===== src/hdl/sc_consts.svh =====
`ifndef SC_CONSTS_SVH
`define SC_CONSTS_SVH

// ****************************************************
// Clock and timing
// ****************************************************
`define SC_CLK_HZ          125000000
`define SC_MS_CYCLES       125000
`define SC_RESET_MS        298
`define SC_POWERUP_MS      970
`define SC_PON_BEEP_MS     400
`define SC_PON_BEEP_HZ     4184
`define SC_GR_BEEP_MS      80
`define SC_GR_BEEP_HZ      2730
`define SC_GR_LED_MS       20
`define SC_LEVEL_TRIG_MS   10
`define SC_PULSE_TRIG_MS   50
`define SC_SESSION_TO_MS   3000

// ****************************************************
// Register offsets
// ****************************************************
`define SC_CTRL_OFS        12'h000
`define SC_TONE_HP_OFS     12'h004
`define SC_TONE_DUR_OFS    12'h008
`define SC_LED_DUR_OFS     12'h00C
`define SC_TIMEOUT_OFS     12'h010
`define SC_CMD_OFS         12'h014
`define SC_STATUS_OFS      12'h018

// ****************************************************
// Field positions
// ****************************************************
`define SC_CTRL_IFSEL      0
`define SC_CTRL_PON_BEEP   1
`define SC_CTRL_GR_BEEP    2
`define SC_CTRL_GR_LED     3
`define SC_CTRL_PULSE      4
`define SC_CMD_GOOD_READ   0
`define SC_CMD_ABORT       1

// ****************************************************
// Reset values
// ****************************************************
`define SC_CTRL_RST        5'h0F
`define SC_TIMEOUT_RST     16'h0BB8

`endif


===== src/hdl/sc_pkg.sv =====
package sc_pkg;

  // Power-up sequence, Gray along the path
  typedef enum logic [1:0] {
    SC_PU_RESET = 2'b00,
    SC_PU_BOOT  = 2'b01,
    SC_PU_READY = 2'b11
  } sc_pu_t;

  // Trigger and decode session, Gray along the path except SCAN to IDLE
  typedef enum logic [1:0] {
    SC_TR_IDLE = 2'b00,
    SC_TR_LOW  = 2'b01,
    SC_TR_SCAN = 2'b11,
    SC_TR_REL  = 2'b10
  } sc_trig_t;

endpackage


===== src/hdl/sc_tone_if.sv =====
`timescale 1ns/1ns
interface sc_tone_if;
  logic        start;
  logic [15:0] half_period;
  logic [15:0] dur_ms;
  logic        ms_tick;
  logic        busy;
  logic        pwm_low;

  modport src  (output start, output half_period, output dur_ms, output ms_tick,
                input busy, input pwm_low);
  modport tone (input start, input half_period, input dur_ms, input ms_tick,
                output busy, output pwm_low);
endinterface


===== src/hdl/sc_host_signals.sv =====
// Overview of operation
// - After reset the block waits 298ms in reset, boots, and accepts commands only after 970ms.
// - The flat-cable port is serial when iface_select is high and USB when it is low.
// - The auxiliary connector is only ever a USB port, never serial.
// - Serial mode drives transmit data and active-low request-to-send, takes receive and clear-to-send shared with USB.
// - If enabled, a fixed 4184Hz tone of 400ms sounds on the buzzer 970ms after power-on.
// - If enabled, each good read sounds a tone, 80ms at 2730Hz by default, both programmable.
// - If enabled, each good read pulls the LED low for a programmable time, 20ms by default.
// - Buzzer and LED outputs are open-drain, active when pulled low.
// - In level mode a trigger held low over 10ms starts a session that runs until decode, release or session timeout.
// - In pulse mode any low pulse of 10ms or more, not only one near 50ms, starts scanning at release until decode or session timeout.
//
// Implementation choices: the APB interface to the registers and the address map.
`timescale 1ns/1ns
`include "sc_consts.svh"
module sc_host_signals #(
  parameter int MS_CYCLES  = `SC_MS_CYCLES,
  parameter int PON_HP_CYC = `SC_CLK_HZ / (2 * `SC_PON_BEEP_HZ),
  parameter int GR_HP_CYC  = `SC_CLK_HZ / (2 * `SC_GR_BEEP_HZ)
) (
  input  wire logic        clk,
  input  wire logic        rst_n,
  input  wire logic        psel,
  input  wire logic        penable,
  input  wire logic        pwrite,
  input  wire logic [11:0] paddr,
  input  wire logic [31:0] pwdata,
  output logic             pready,
  output logic [31:0]      prdata,
  output logic             pslverr,
  input  wire logic        scan_trigger_n,
  input  wire logic        core_txd,
  input  wire logic        core_rts_n,
  output logic             core_rxd,
  output logic             core_cts_n,
  input  wire logic        fpc_rxd_dm,
  input  wire logic        fpc_cts_dp,
  output logic             fpc_txd,
  output logic             fpc_rts_n,
  output logic             fpc_usb_en,
  output logic             aux_usb_en,
  output logic             iface_select,
  output logic             cmd_ready,
  output logic             scan_active,
  input  wire logic        buzzer_out_n_in,
  output logic             buzzer_out_n,
  output logic             buzzer_out_n_oe,
  input  wire logic        read_ok_led_n_in,
  output logic             read_ok_led_n,
  output logic             read_ok_led_n_oe
);

  // ****************************************************
  // Helpers and state
  // ****************************************************
  function automatic logic [15:0] ms16(input int v);
    ms16 = v[15:0];
  endfunction

  localparam logic [16:0] MS_LAST = 17'(MS_CYCLES - 1);

  logic [16:0]      div_reg;
  logic             tick_reg;
  logic [15:0]      pu_ms_reg;
  sc_pkg::sc_pu_t   pu_reg;
  logic             pon_pend_reg;
  sc_pkg::sc_trig_t tr_reg;
  logic [15:0]      tr_ms_reg;
  logic [4:0]       ctrl_reg;
  logic [15:0]      hp_reg;
  logic [15:0]      dur_reg;
  logic [15:0]      led_dur_reg;
  logic [15:0]      led_ms_reg;
  logic             led_on_reg;
  logic [15:0]      to_reg;
  logic             good_read;
  logic             abort_cmd;
  logic             wr_en;
  logic             tone_go;
  logic             tone_pon;
  logic             ready;

  sc_tone_if tif ();

  assign ready = (pu_reg == sc_pkg::SC_PU_READY);

  // ****************************************************
  // Millisecond enable
  // ****************************************************
  always_ff @(posedge clk) begin
    if (!rst_n || div_reg == MS_LAST) begin
      div_reg  <= 17'h00000;
      tick_reg <= rst_n;
    end else begin
      div_reg  <= div_reg + 17'h00001;
      tick_reg <= 1'b0;
    end
  end

  // ****************************************************
  // Power-up sequence
  // ****************************************************
  // reset then boot
  always_ff @(posedge clk) begin
    if (!rst_n) begin
      pu_reg    <= sc_pkg::SC_PU_RESET;
      pu_ms_reg <= 16'h0000;
    end else if (tick_reg && !ready) begin
      pu_ms_reg <= pu_ms_reg + 16'h0001;
      if (pu_ms_reg + 16'h0001 >= ms16(`SC_POWERUP_MS))
        pu_reg <= sc_pkg::SC_PU_READY;
      else if (pu_ms_reg + 16'h0001 >= ms16(`SC_RESET_MS))
        pu_reg <= sc_pkg::SC_PU_BOOT;
    end
  end

  always_ff @(posedge clk) begin
    if (!rst_n)
      pon_pend_reg <= 1'b1;
    else if (ready)
      pon_pend_reg <= 1'b0;
  end

  // ****************************************************
  // APB slave
  // ****************************************************
  assign wr_en     = psel && penable && pready && pwrite;
  assign good_read = wr_en && ready && paddr == `SC_CMD_OFS && pwdata[`SC_CMD_GOOD_READ];
  assign abort_cmd = wr_en && ready && paddr == `SC_CMD_OFS && pwdata[`SC_CMD_ABORT];

  // Zero-wait answer in the access cycle
  always_ff @(posedge clk) begin
    if (!rst_n) begin
      pready  <= 1'b0;
      prdata  <= 32'h00000000;
      pslverr <= 1'b0;
    end else begin
      pready  <= psel && !penable && !pready;
      pslverr <= 1'b0;
      if (psel && !penable && !pready) begin
        prdata <= 32'h00000000;
        case (paddr)
          `SC_CTRL_OFS:     prdata <= {27'h0, ctrl_reg};
          `SC_TONE_HP_OFS:  prdata <= {16'h0000, hp_reg};
          `SC_TONE_DUR_OFS: prdata <= {16'h0000, dur_reg};
          `SC_LED_DUR_OFS:  prdata <= {16'h0000, led_dur_reg};
          `SC_TIMEOUT_OFS:  prdata <= {16'h0000, to_reg};
          `SC_CMD_OFS:      prdata <= 32'h00000000;
          `SC_STATUS_OFS:   prdata <= {25'h0, !read_ok_led_n_in, !buzzer_out_n_in,
                                       tr_reg, led_on_reg, tif.busy, ready};
          default:          pslverr <= 1'b1;
        endcase
      end
    end
  end

  // Configuration registers
  always_ff @(posedge clk) begin
    if (!rst_n) begin
      ctrl_reg    <= `SC_CTRL_RST;
      hp_reg      <= GR_HP_CYC[15:0];
      dur_reg     <= ms16(`SC_GR_BEEP_MS);
      led_dur_reg <= ms16(`SC_GR_LED_MS);
      to_reg      <= `SC_TIMEOUT_RST;
    end else if (wr_en) begin
      case (paddr)
        `SC_CTRL_OFS:     ctrl_reg    <= pwdata[4:0];
        `SC_TONE_HP_OFS:  hp_reg      <= pwdata[15:0];
        `SC_TONE_DUR_OFS: dur_reg     <= pwdata[15:0];
        `SC_LED_DUR_OFS:  led_dur_reg <= pwdata[15:0];
        `SC_TIMEOUT_OFS:  to_reg      <= pwdata[15:0];
        default:          ;
      endcase
    end
  end

  // ****************************************************
  // Trigger and decode session
  // ****************************************************
  always_ff @(posedge clk) begin
    if (!rst_n) begin
      tr_reg    <= sc_pkg::SC_TR_IDLE;
      tr_ms_reg <= 16'h0000;
    end else begin
      if (tick_reg)
        tr_ms_reg <= tr_ms_reg + 16'h0001;
      case (tr_reg)
        sc_pkg::SC_TR_IDLE: begin
          tr_ms_reg <= 16'h0000;
          if (ready && !scan_trigger_n)
            tr_reg <= sc_pkg::SC_TR_LOW;
        end
        sc_pkg::SC_TR_LOW: begin
          // level mode needs over 10ms low
          if (!ctrl_reg[`SC_CTRL_PULSE] && !scan_trigger_n
              && tr_ms_reg > ms16(`SC_LEVEL_TRIG_MS)) begin
            tr_reg    <= sc_pkg::SC_TR_SCAN;
            tr_ms_reg <= 16'h0000;
          end else if (ctrl_reg[`SC_CTRL_PULSE] && scan_trigger_n
                       && tr_ms_reg >= ms16(`SC_LEVEL_TRIG_MS)) begin
            tr_reg    <= sc_pkg::SC_TR_SCAN;
            tr_ms_reg <= 16'h0000;
          end else if (scan_trigger_n) begin
            tr_reg <= sc_pkg::SC_TR_IDLE;
          end
        end
        sc_pkg::SC_TR_SCAN: begin
          // decode, release or timeout ends level session
          // decode or timeout ends pulse session
          if (good_read || abort_cmd)
            tr_reg <= scan_trigger_n ? sc_pkg::SC_TR_IDLE : sc_pkg::SC_TR_REL;
          else if (!ctrl_reg[`SC_CTRL_PULSE] && scan_trigger_n)
            tr_reg <= sc_pkg::SC_TR_IDLE;
          else if (tr_ms_reg >= to_reg)
            tr_reg <= scan_trigger_n ? sc_pkg::SC_TR_IDLE : sc_pkg::SC_TR_REL;
        end
        sc_pkg::SC_TR_REL: begin
          if (scan_trigger_n)
            tr_reg <= sc_pkg::SC_TR_IDLE;
        end
        default: tr_reg <= sc_pkg::SC_TR_IDLE;
      endcase
    end
  end

  // ****************************************************
  // Tone and LED
  // ****************************************************
  assign tone_pon = pon_pend_reg && ready && ctrl_reg[`SC_CTRL_PON_BEEP];
  assign tone_go  = tone_pon || (good_read && ctrl_reg[`SC_CTRL_GR_BEEP]);

  assign tif.start       = tone_go;
  assign tif.half_period = tone_pon ? PON_HP_CYC[15:0] : hp_reg;
  assign tif.dur_ms      = tone_pon ? ms16(`SC_PON_BEEP_MS) : dur_reg;
  assign tif.ms_tick     = tick_reg;

  sc_tone u_tone (
    .clk   (clk),
    .rst_n (rst_n),
    .tif   (tif.tone)
  );

  always_ff @(posedge clk) begin
    if (!rst_n) begin
      led_on_reg <= 1'b0;
      led_ms_reg <= 16'h0000;
    end else if (good_read && ctrl_reg[`SC_CTRL_GR_LED]) begin
      led_on_reg <= (led_dur_reg != 16'h0000);
      led_ms_reg <= 16'h0000;
    end else if (led_on_reg && tick_reg) begin
      led_ms_reg <= led_ms_reg + 16'h0001;
      if (led_ms_reg + 16'h0001 >= led_dur_reg)
        led_on_reg <= 1'b0;
    end
  end

  always_ff @(posedge clk) begin
    if (!rst_n) begin
      buzzer_out_n     <= 1'b0;
      buzzer_out_n_oe  <= 1'b0;
      read_ok_led_n    <= 1'b0;
      read_ok_led_n_oe <= 1'b0;
    end else begin
      buzzer_out_n     <= 1'b0;
      buzzer_out_n_oe  <= tif.pwm_low;
      read_ok_led_n    <= 1'b0;
      read_ok_led_n_oe <= led_on_reg;
    end
  end

  // ****************************************************
  // Interface routing
  // ****************************************************
  // select serial or USB
  always_ff @(posedge clk) begin
    if (!rst_n) begin
      iface_select <= 1'b0;
      fpc_usb_en   <= 1'b0;
      aux_usb_en   <= 1'b0;
      fpc_txd      <= 1'b0;
      fpc_rts_n    <= 1'b0;
      core_rxd     <= 1'b1;
      core_cts_n   <= 1'b1;
      cmd_ready    <= 1'b0;
      scan_active  <= 1'b0;
    end else begin
      iface_select <= ctrl_reg[`SC_CTRL_IFSEL];
      fpc_usb_en   <= ready && !ctrl_reg[`SC_CTRL_IFSEL];
      aux_usb_en   <= ready;
      fpc_txd      <= ready && ctrl_reg[`SC_CTRL_IFSEL] ? core_txd : 1'b0;
      fpc_rts_n    <= ready && ctrl_reg[`SC_CTRL_IFSEL] ? core_rts_n : 1'b0;
      core_rxd     <= ready && ctrl_reg[`SC_CTRL_IFSEL] ? fpc_rxd_dm : 1'b1;
      core_cts_n   <= ready && ctrl_reg[`SC_CTRL_IFSEL] ? fpc_cts_dp : 1'b1;
      cmd_ready    <= ready;
      scan_active  <= (tr_reg == sc_pkg::SC_TR_SCAN);
    end
  end

endmodule


===== src/hdl/sc_tone.sv =====
`timescale 1ns/1ns
module sc_tone (
  input wire logic clk,
  input wire logic rst_n,
  sc_tone_if.tone  tif
);

  logic [15:0] hp_reg;
  logic [15:0] cyc_reg;
  logic [15:0] ms_reg;
  logic [15:0] dur_reg;
  logic        busy_reg;
  logic        low_reg;

  // Tone window: start loads, ends after dur_ms ticks
  always_ff @(posedge clk) begin
    if (!rst_n) begin
      busy_reg <= 1'b0;
      ms_reg   <= 16'h0000;
      dur_reg  <= 16'h0000;
      hp_reg   <= 16'h0001;
    end else if (tif.start) begin
      busy_reg <= (tif.dur_ms != 16'h0000);
      ms_reg   <= 16'h0000;
      dur_reg  <= tif.dur_ms;
      hp_reg   <= (tif.half_period == 16'h0000) ? 16'h0001 : tif.half_period;
    end else if (busy_reg && tif.ms_tick) begin
      ms_reg <= ms_reg + 16'h0001;
      if (ms_reg + 16'h0001 >= dur_reg)
        busy_reg <= 1'b0;
    end
  end

  // Square wave, toggles every half period
  always_ff @(posedge clk) begin
    if (!rst_n || tif.start || !busy_reg) begin
      cyc_reg <= 16'h0000;
      low_reg <= 1'b1;
    end else if (cyc_reg + 16'h0001 >= hp_reg) begin
      cyc_reg <= 16'h0000;
      low_reg <= ~low_reg;
    end else begin
      cyc_reg <= cyc_reg + 16'h0001;
    end
  end

  assign tif.busy    = busy_reg;
  assign tif.pwm_low = busy_reg & low_reg;

endmodule


===== config.mk =====
export PLATFORM = sky130hd
export DESIGN_NAME = sc_host_signals
export DESIGN_NICKNAME = d
export VERILOG_FILES = /design/src/hdl/sc_pkg.sv /design/src/hdl/sc_tone_if.sv /design/src/hdl/sc_host_signals.sv /design/src/hdl/sc_tone.sv
export VERILOG_INCLUDE_DIRS = /design/src /design/src/hdl
export SDC_FILE = /design/constraint.sdc
export NUM_CORES = 1
export LEC_CHECK = 0
export ABC_AREA = 1
export ABC_CLOCK_PERIOD_IN_PS = 3800
export BUFFER_PORTS_ARGS = -buffer_cell sky130_fd_sc_hd__buf_2
export CORE_AREA = 3 3 156 158
export CTS_CLUSTER_SIZE = 16
export DETAILED_ROUTE_END_ITERATION = 16
export DIE_AREA = 0 0 159 161
export PLACE_DENSITY = 0.74
export SKIP_CTS_REPAIR_TIMING = 1
export SYNTH_ARGS = -nofsm -noshare
export SYNTH_HDL_FRONTEND = slang
export SYNTH_SLANG_ARGS = --single-unit

===== constraint.sdc =====
create_clock -name clk -period 3.8 [get_ports clk]
set_clock_uncertainty 0.2 [all_clocks]
set_input_delay 0 -clock clk [delete_from_list [all_inputs] [get_ports clk]]
set_output_delay 0 -clock clk [all_outputs]
set_load 0.005 [all_outputs]

==> flow_summary.json <==
{
  "status": "finished with violations",
  "violations": "hold timing",
  "diodes": 0,
  "cts_sinks": 235,
  "slew_headroom_pct": 28.28,
  "timing.rr.end": "ctrl_reg[3]",
  "drt-pass1-iter-count": 6,
  "clk_latency_ns": 0.53,
  "worstSetupPathType": "register to register",
  "routed_wl_mm": 32.60,
  "pin_count": 103,
  "crit_arrival_ns": 3.98,
  "synth_compound_area_share_pct": 16.78,
  "clk_pin_slew_ns": 0.06,
  "grt_first_pass_wirelength_mm": 52.41,
  "synth_area_um2": 12360,
  "finalHoldViolCount": 11,
  "r2r_start": "pready",
  "yosys-top-cells-area": "dfxtp_1 (38%), nand2_1 (9.2%), inv_1 (8.0%), ha_1 (7.3%), a21oi_1 (6.1%)",
  "synth_flop_cell": "dfxtp_1",
  "dpl.hpwl_mm": 23.78,
  "placed_cell_area_um2": 12860,
  "critPathTopFamily": "buffers and inverters",
  "clockRootBuffer": "clkbuf_16",
  "synth_area_per_cell_um2": 7.213,
  "dieWidth_um": 159,
  "setup_ws_ns": 0.08963,
  "synth-seq-cells": 235,
  "grt_pass1_vias": 10770,
  "cpPeakStageDelay_ns": 0.79,
  "min_path_type": "input port to register",
  "finalPower_mw": 5.259,
  "multi_input_area_um2": 6351,
  "ys_seq_area_share_pct": 38.08,
  "core_um2": 23260,
  "hold_end": "prdata[2]",
  "post-route-util_pct": 60.59,
  "rrSetupSlack_ns": 0.09,
  "place.port_buffers": 68,
  "synthSimpleGateAreaFrac_pct": 23.17,
  "whs_path_depth": 8,
  "globalRouteOverflowTotal": 0,
  "cts_made_buffers": 26,
  "fin_nets": 1925,
  "finalSetupTns_ns": 0,
  "place_inst": 2055,
  "synth_top_area_share_pct": 38.08,
  "critPathBufInv": 4,
  "num_vias": 11580,
  "start_kind": "register",
  "wl_per_cell_um": 15.27,
  "start_util_pct": 53.11,
  "whs_ns": -0.07875,
  "yosys.area.top_type": "dfxtp_1",
  "yosysMostFrequentCell": "nand2_1",
  "place_ws_ns": 0.5664,
  "synth_edf_count": 0,
  "grt_start_max_net_pins": 95,
  "async_reset_ff_share_pct": 0,
  "synth.distinct_cells": 48,
  "die_y_um": 161,
  "cts_buffer_depth": 3,
  "power.density_nw_per_um2": 373.1,
  "drc": 0,
  "cts_tree": "yes",
  "setup_viol": 0,
  "area_delta_synth_final_pct": 14.07,
  "ir_drop_v": 0.0003676,
  "antenna_found_initial": 0,
  "report.final.slew_viol_count": 0,
  "grt.total_usage_pct": 24.38,
  "fmax_ghz": 0.2695,
  "crit_top_cell": "dlygate4sd3_1",
  "period_needed_ns": 3.710,
  "path_cells": "nand2_1 > nor3_4 > dlygate4sd3_1 > inv_1 > nor2_2 > nand2_1 > dlygate4sd3_1 > o211ai_1 > dlygate4sd3_1",
  "synth_top_family_by_area": "simple AND/OR/NAND/NOR gates",
  "place_congestion": 0.9729,
  "largest_reg_flops": 17,
  "synth.cells.most_frequent": "nand2_1 (304), inv_1 (263), dfxtp_1 (235)",
  "drive_gt1_share_pct": 8.815,
  "hp-start": "paddr[10]",
  "synth_xor_area_share_pct": 3.615,
  "synth_adder_area_share_pct": 7.291,
  "fill_cells": 2138,
  "rows": 56,
  "max-cap-violations": 0,
  "stdcell_area_um2": 14090,
  "htreeDepth": 1,
  "die-area_um2": 25600,
  "seqCellArea_um2": 4705,
  "p_leak_nw": 6.174,
  "ant_nets": 0,
  "synthCells": 1713,
  "synthMuxAreaShare_pct": 0,
  "critPathCaptureType": "register",
  "worst_r2r_path_depth": 9,
  "viasPerCell": 5.426,
  "period_share_pct": 97.64,
  "worstMarginPinSlew_ns": 1.068,
  "worstPathMaxFanout": 10,
  "cpMaxStageDelayCell": "dlygate4sd3_1",
  "cp.required_ns": 4.07,
  "fin_cells": 2134,
  "yosysWarnings": 0,
  "first_iter_violations": 1015
}
-- where the power goes --
group | internal (mW) | total, mW | switching (mW)
logic | 0.0557 | 0.160 | 0.104
clock network | 1.61 | 2.62 | 1.01
registers | 2.47 | 2.48 | 0.00554
total | 4.14 | 5.26 | 1.12
-- placed cells by master (no fill, tap or decap), drive strengths merged, types with 33 or more instances in the layout --
master and n:
nor3 50, o211ai 33, nand3 85, dfxtp 235
o21ai 125, ha 72, xor2 46, a21oi 160
nand2 309, nor2 139, inv 266, buf 75
dlygate4sd3 33, clkbuf 36
-- per-layer routing --
layer | part of all wire (%) | up-vias | track usage (%)
li1 | - | 5785 | -
met1 | 44 | 5295 | 32.77
met2 | 46 | 422 | 40.69
met3 | 7.4 | 77 | 3.693
met4 | 2.9 | 0 | 7.640
met5 | 0 | - | 0
-- how the worst max path moves through the flow --
stage | endpoint | from | slack, ns | cells after the start
floorplan | u_tone.cyc_reg[12] | u_tone.cyc_reg[0] | 0.79 | 17
global placement | u_tone.low_reg | u_tone.cyc_reg[0] | 0.65 | 18
detailed placement | u_tone.low_reg | u_tone.cyc_reg[0] | 0.57 | 18
CTS | u_tone.low_reg | u_tone.cyc_reg[0] | 0.56 | 18
global route | ctrl_reg[3] | pready | -0.03 | 9
finish | ctrl_reg[3] | pready | 0.09 | 9
-- worst min-delay path, stage by stage --
cell and delay, ns:
buf_2 0.07, nor2_1 0.04, nand3_2 0.12, nor2_2 0.09
nand3_1 0.07, nand2_1 0.05, nor2_1 0.09, a21oi_1 0.06
-- cell families after synthesis --
group | Yosys count
AND/OR/NAND/NOR | 647
XOR/XNOR | 51
adder cells (fa/ha/maj) | 72
buffers and inverters | 336
AO/OA/AOI/OAI | 371
flip-flops | 235
other | 1
-- final cells by class --
cell class                      count  share of cell area, %
Sequential cell                   235                  33.38
Timing Repair Buffer              108                  5.220
Inverter                          267                  7.120
Clock inverter                     10                 0.9233
Tap cell                          319                  2.832
Multi-Input combinational cell   1159                  45.06
Clock buffer                       36                  5.460
No activity file was read; power rests on OpenSTA's default activity.
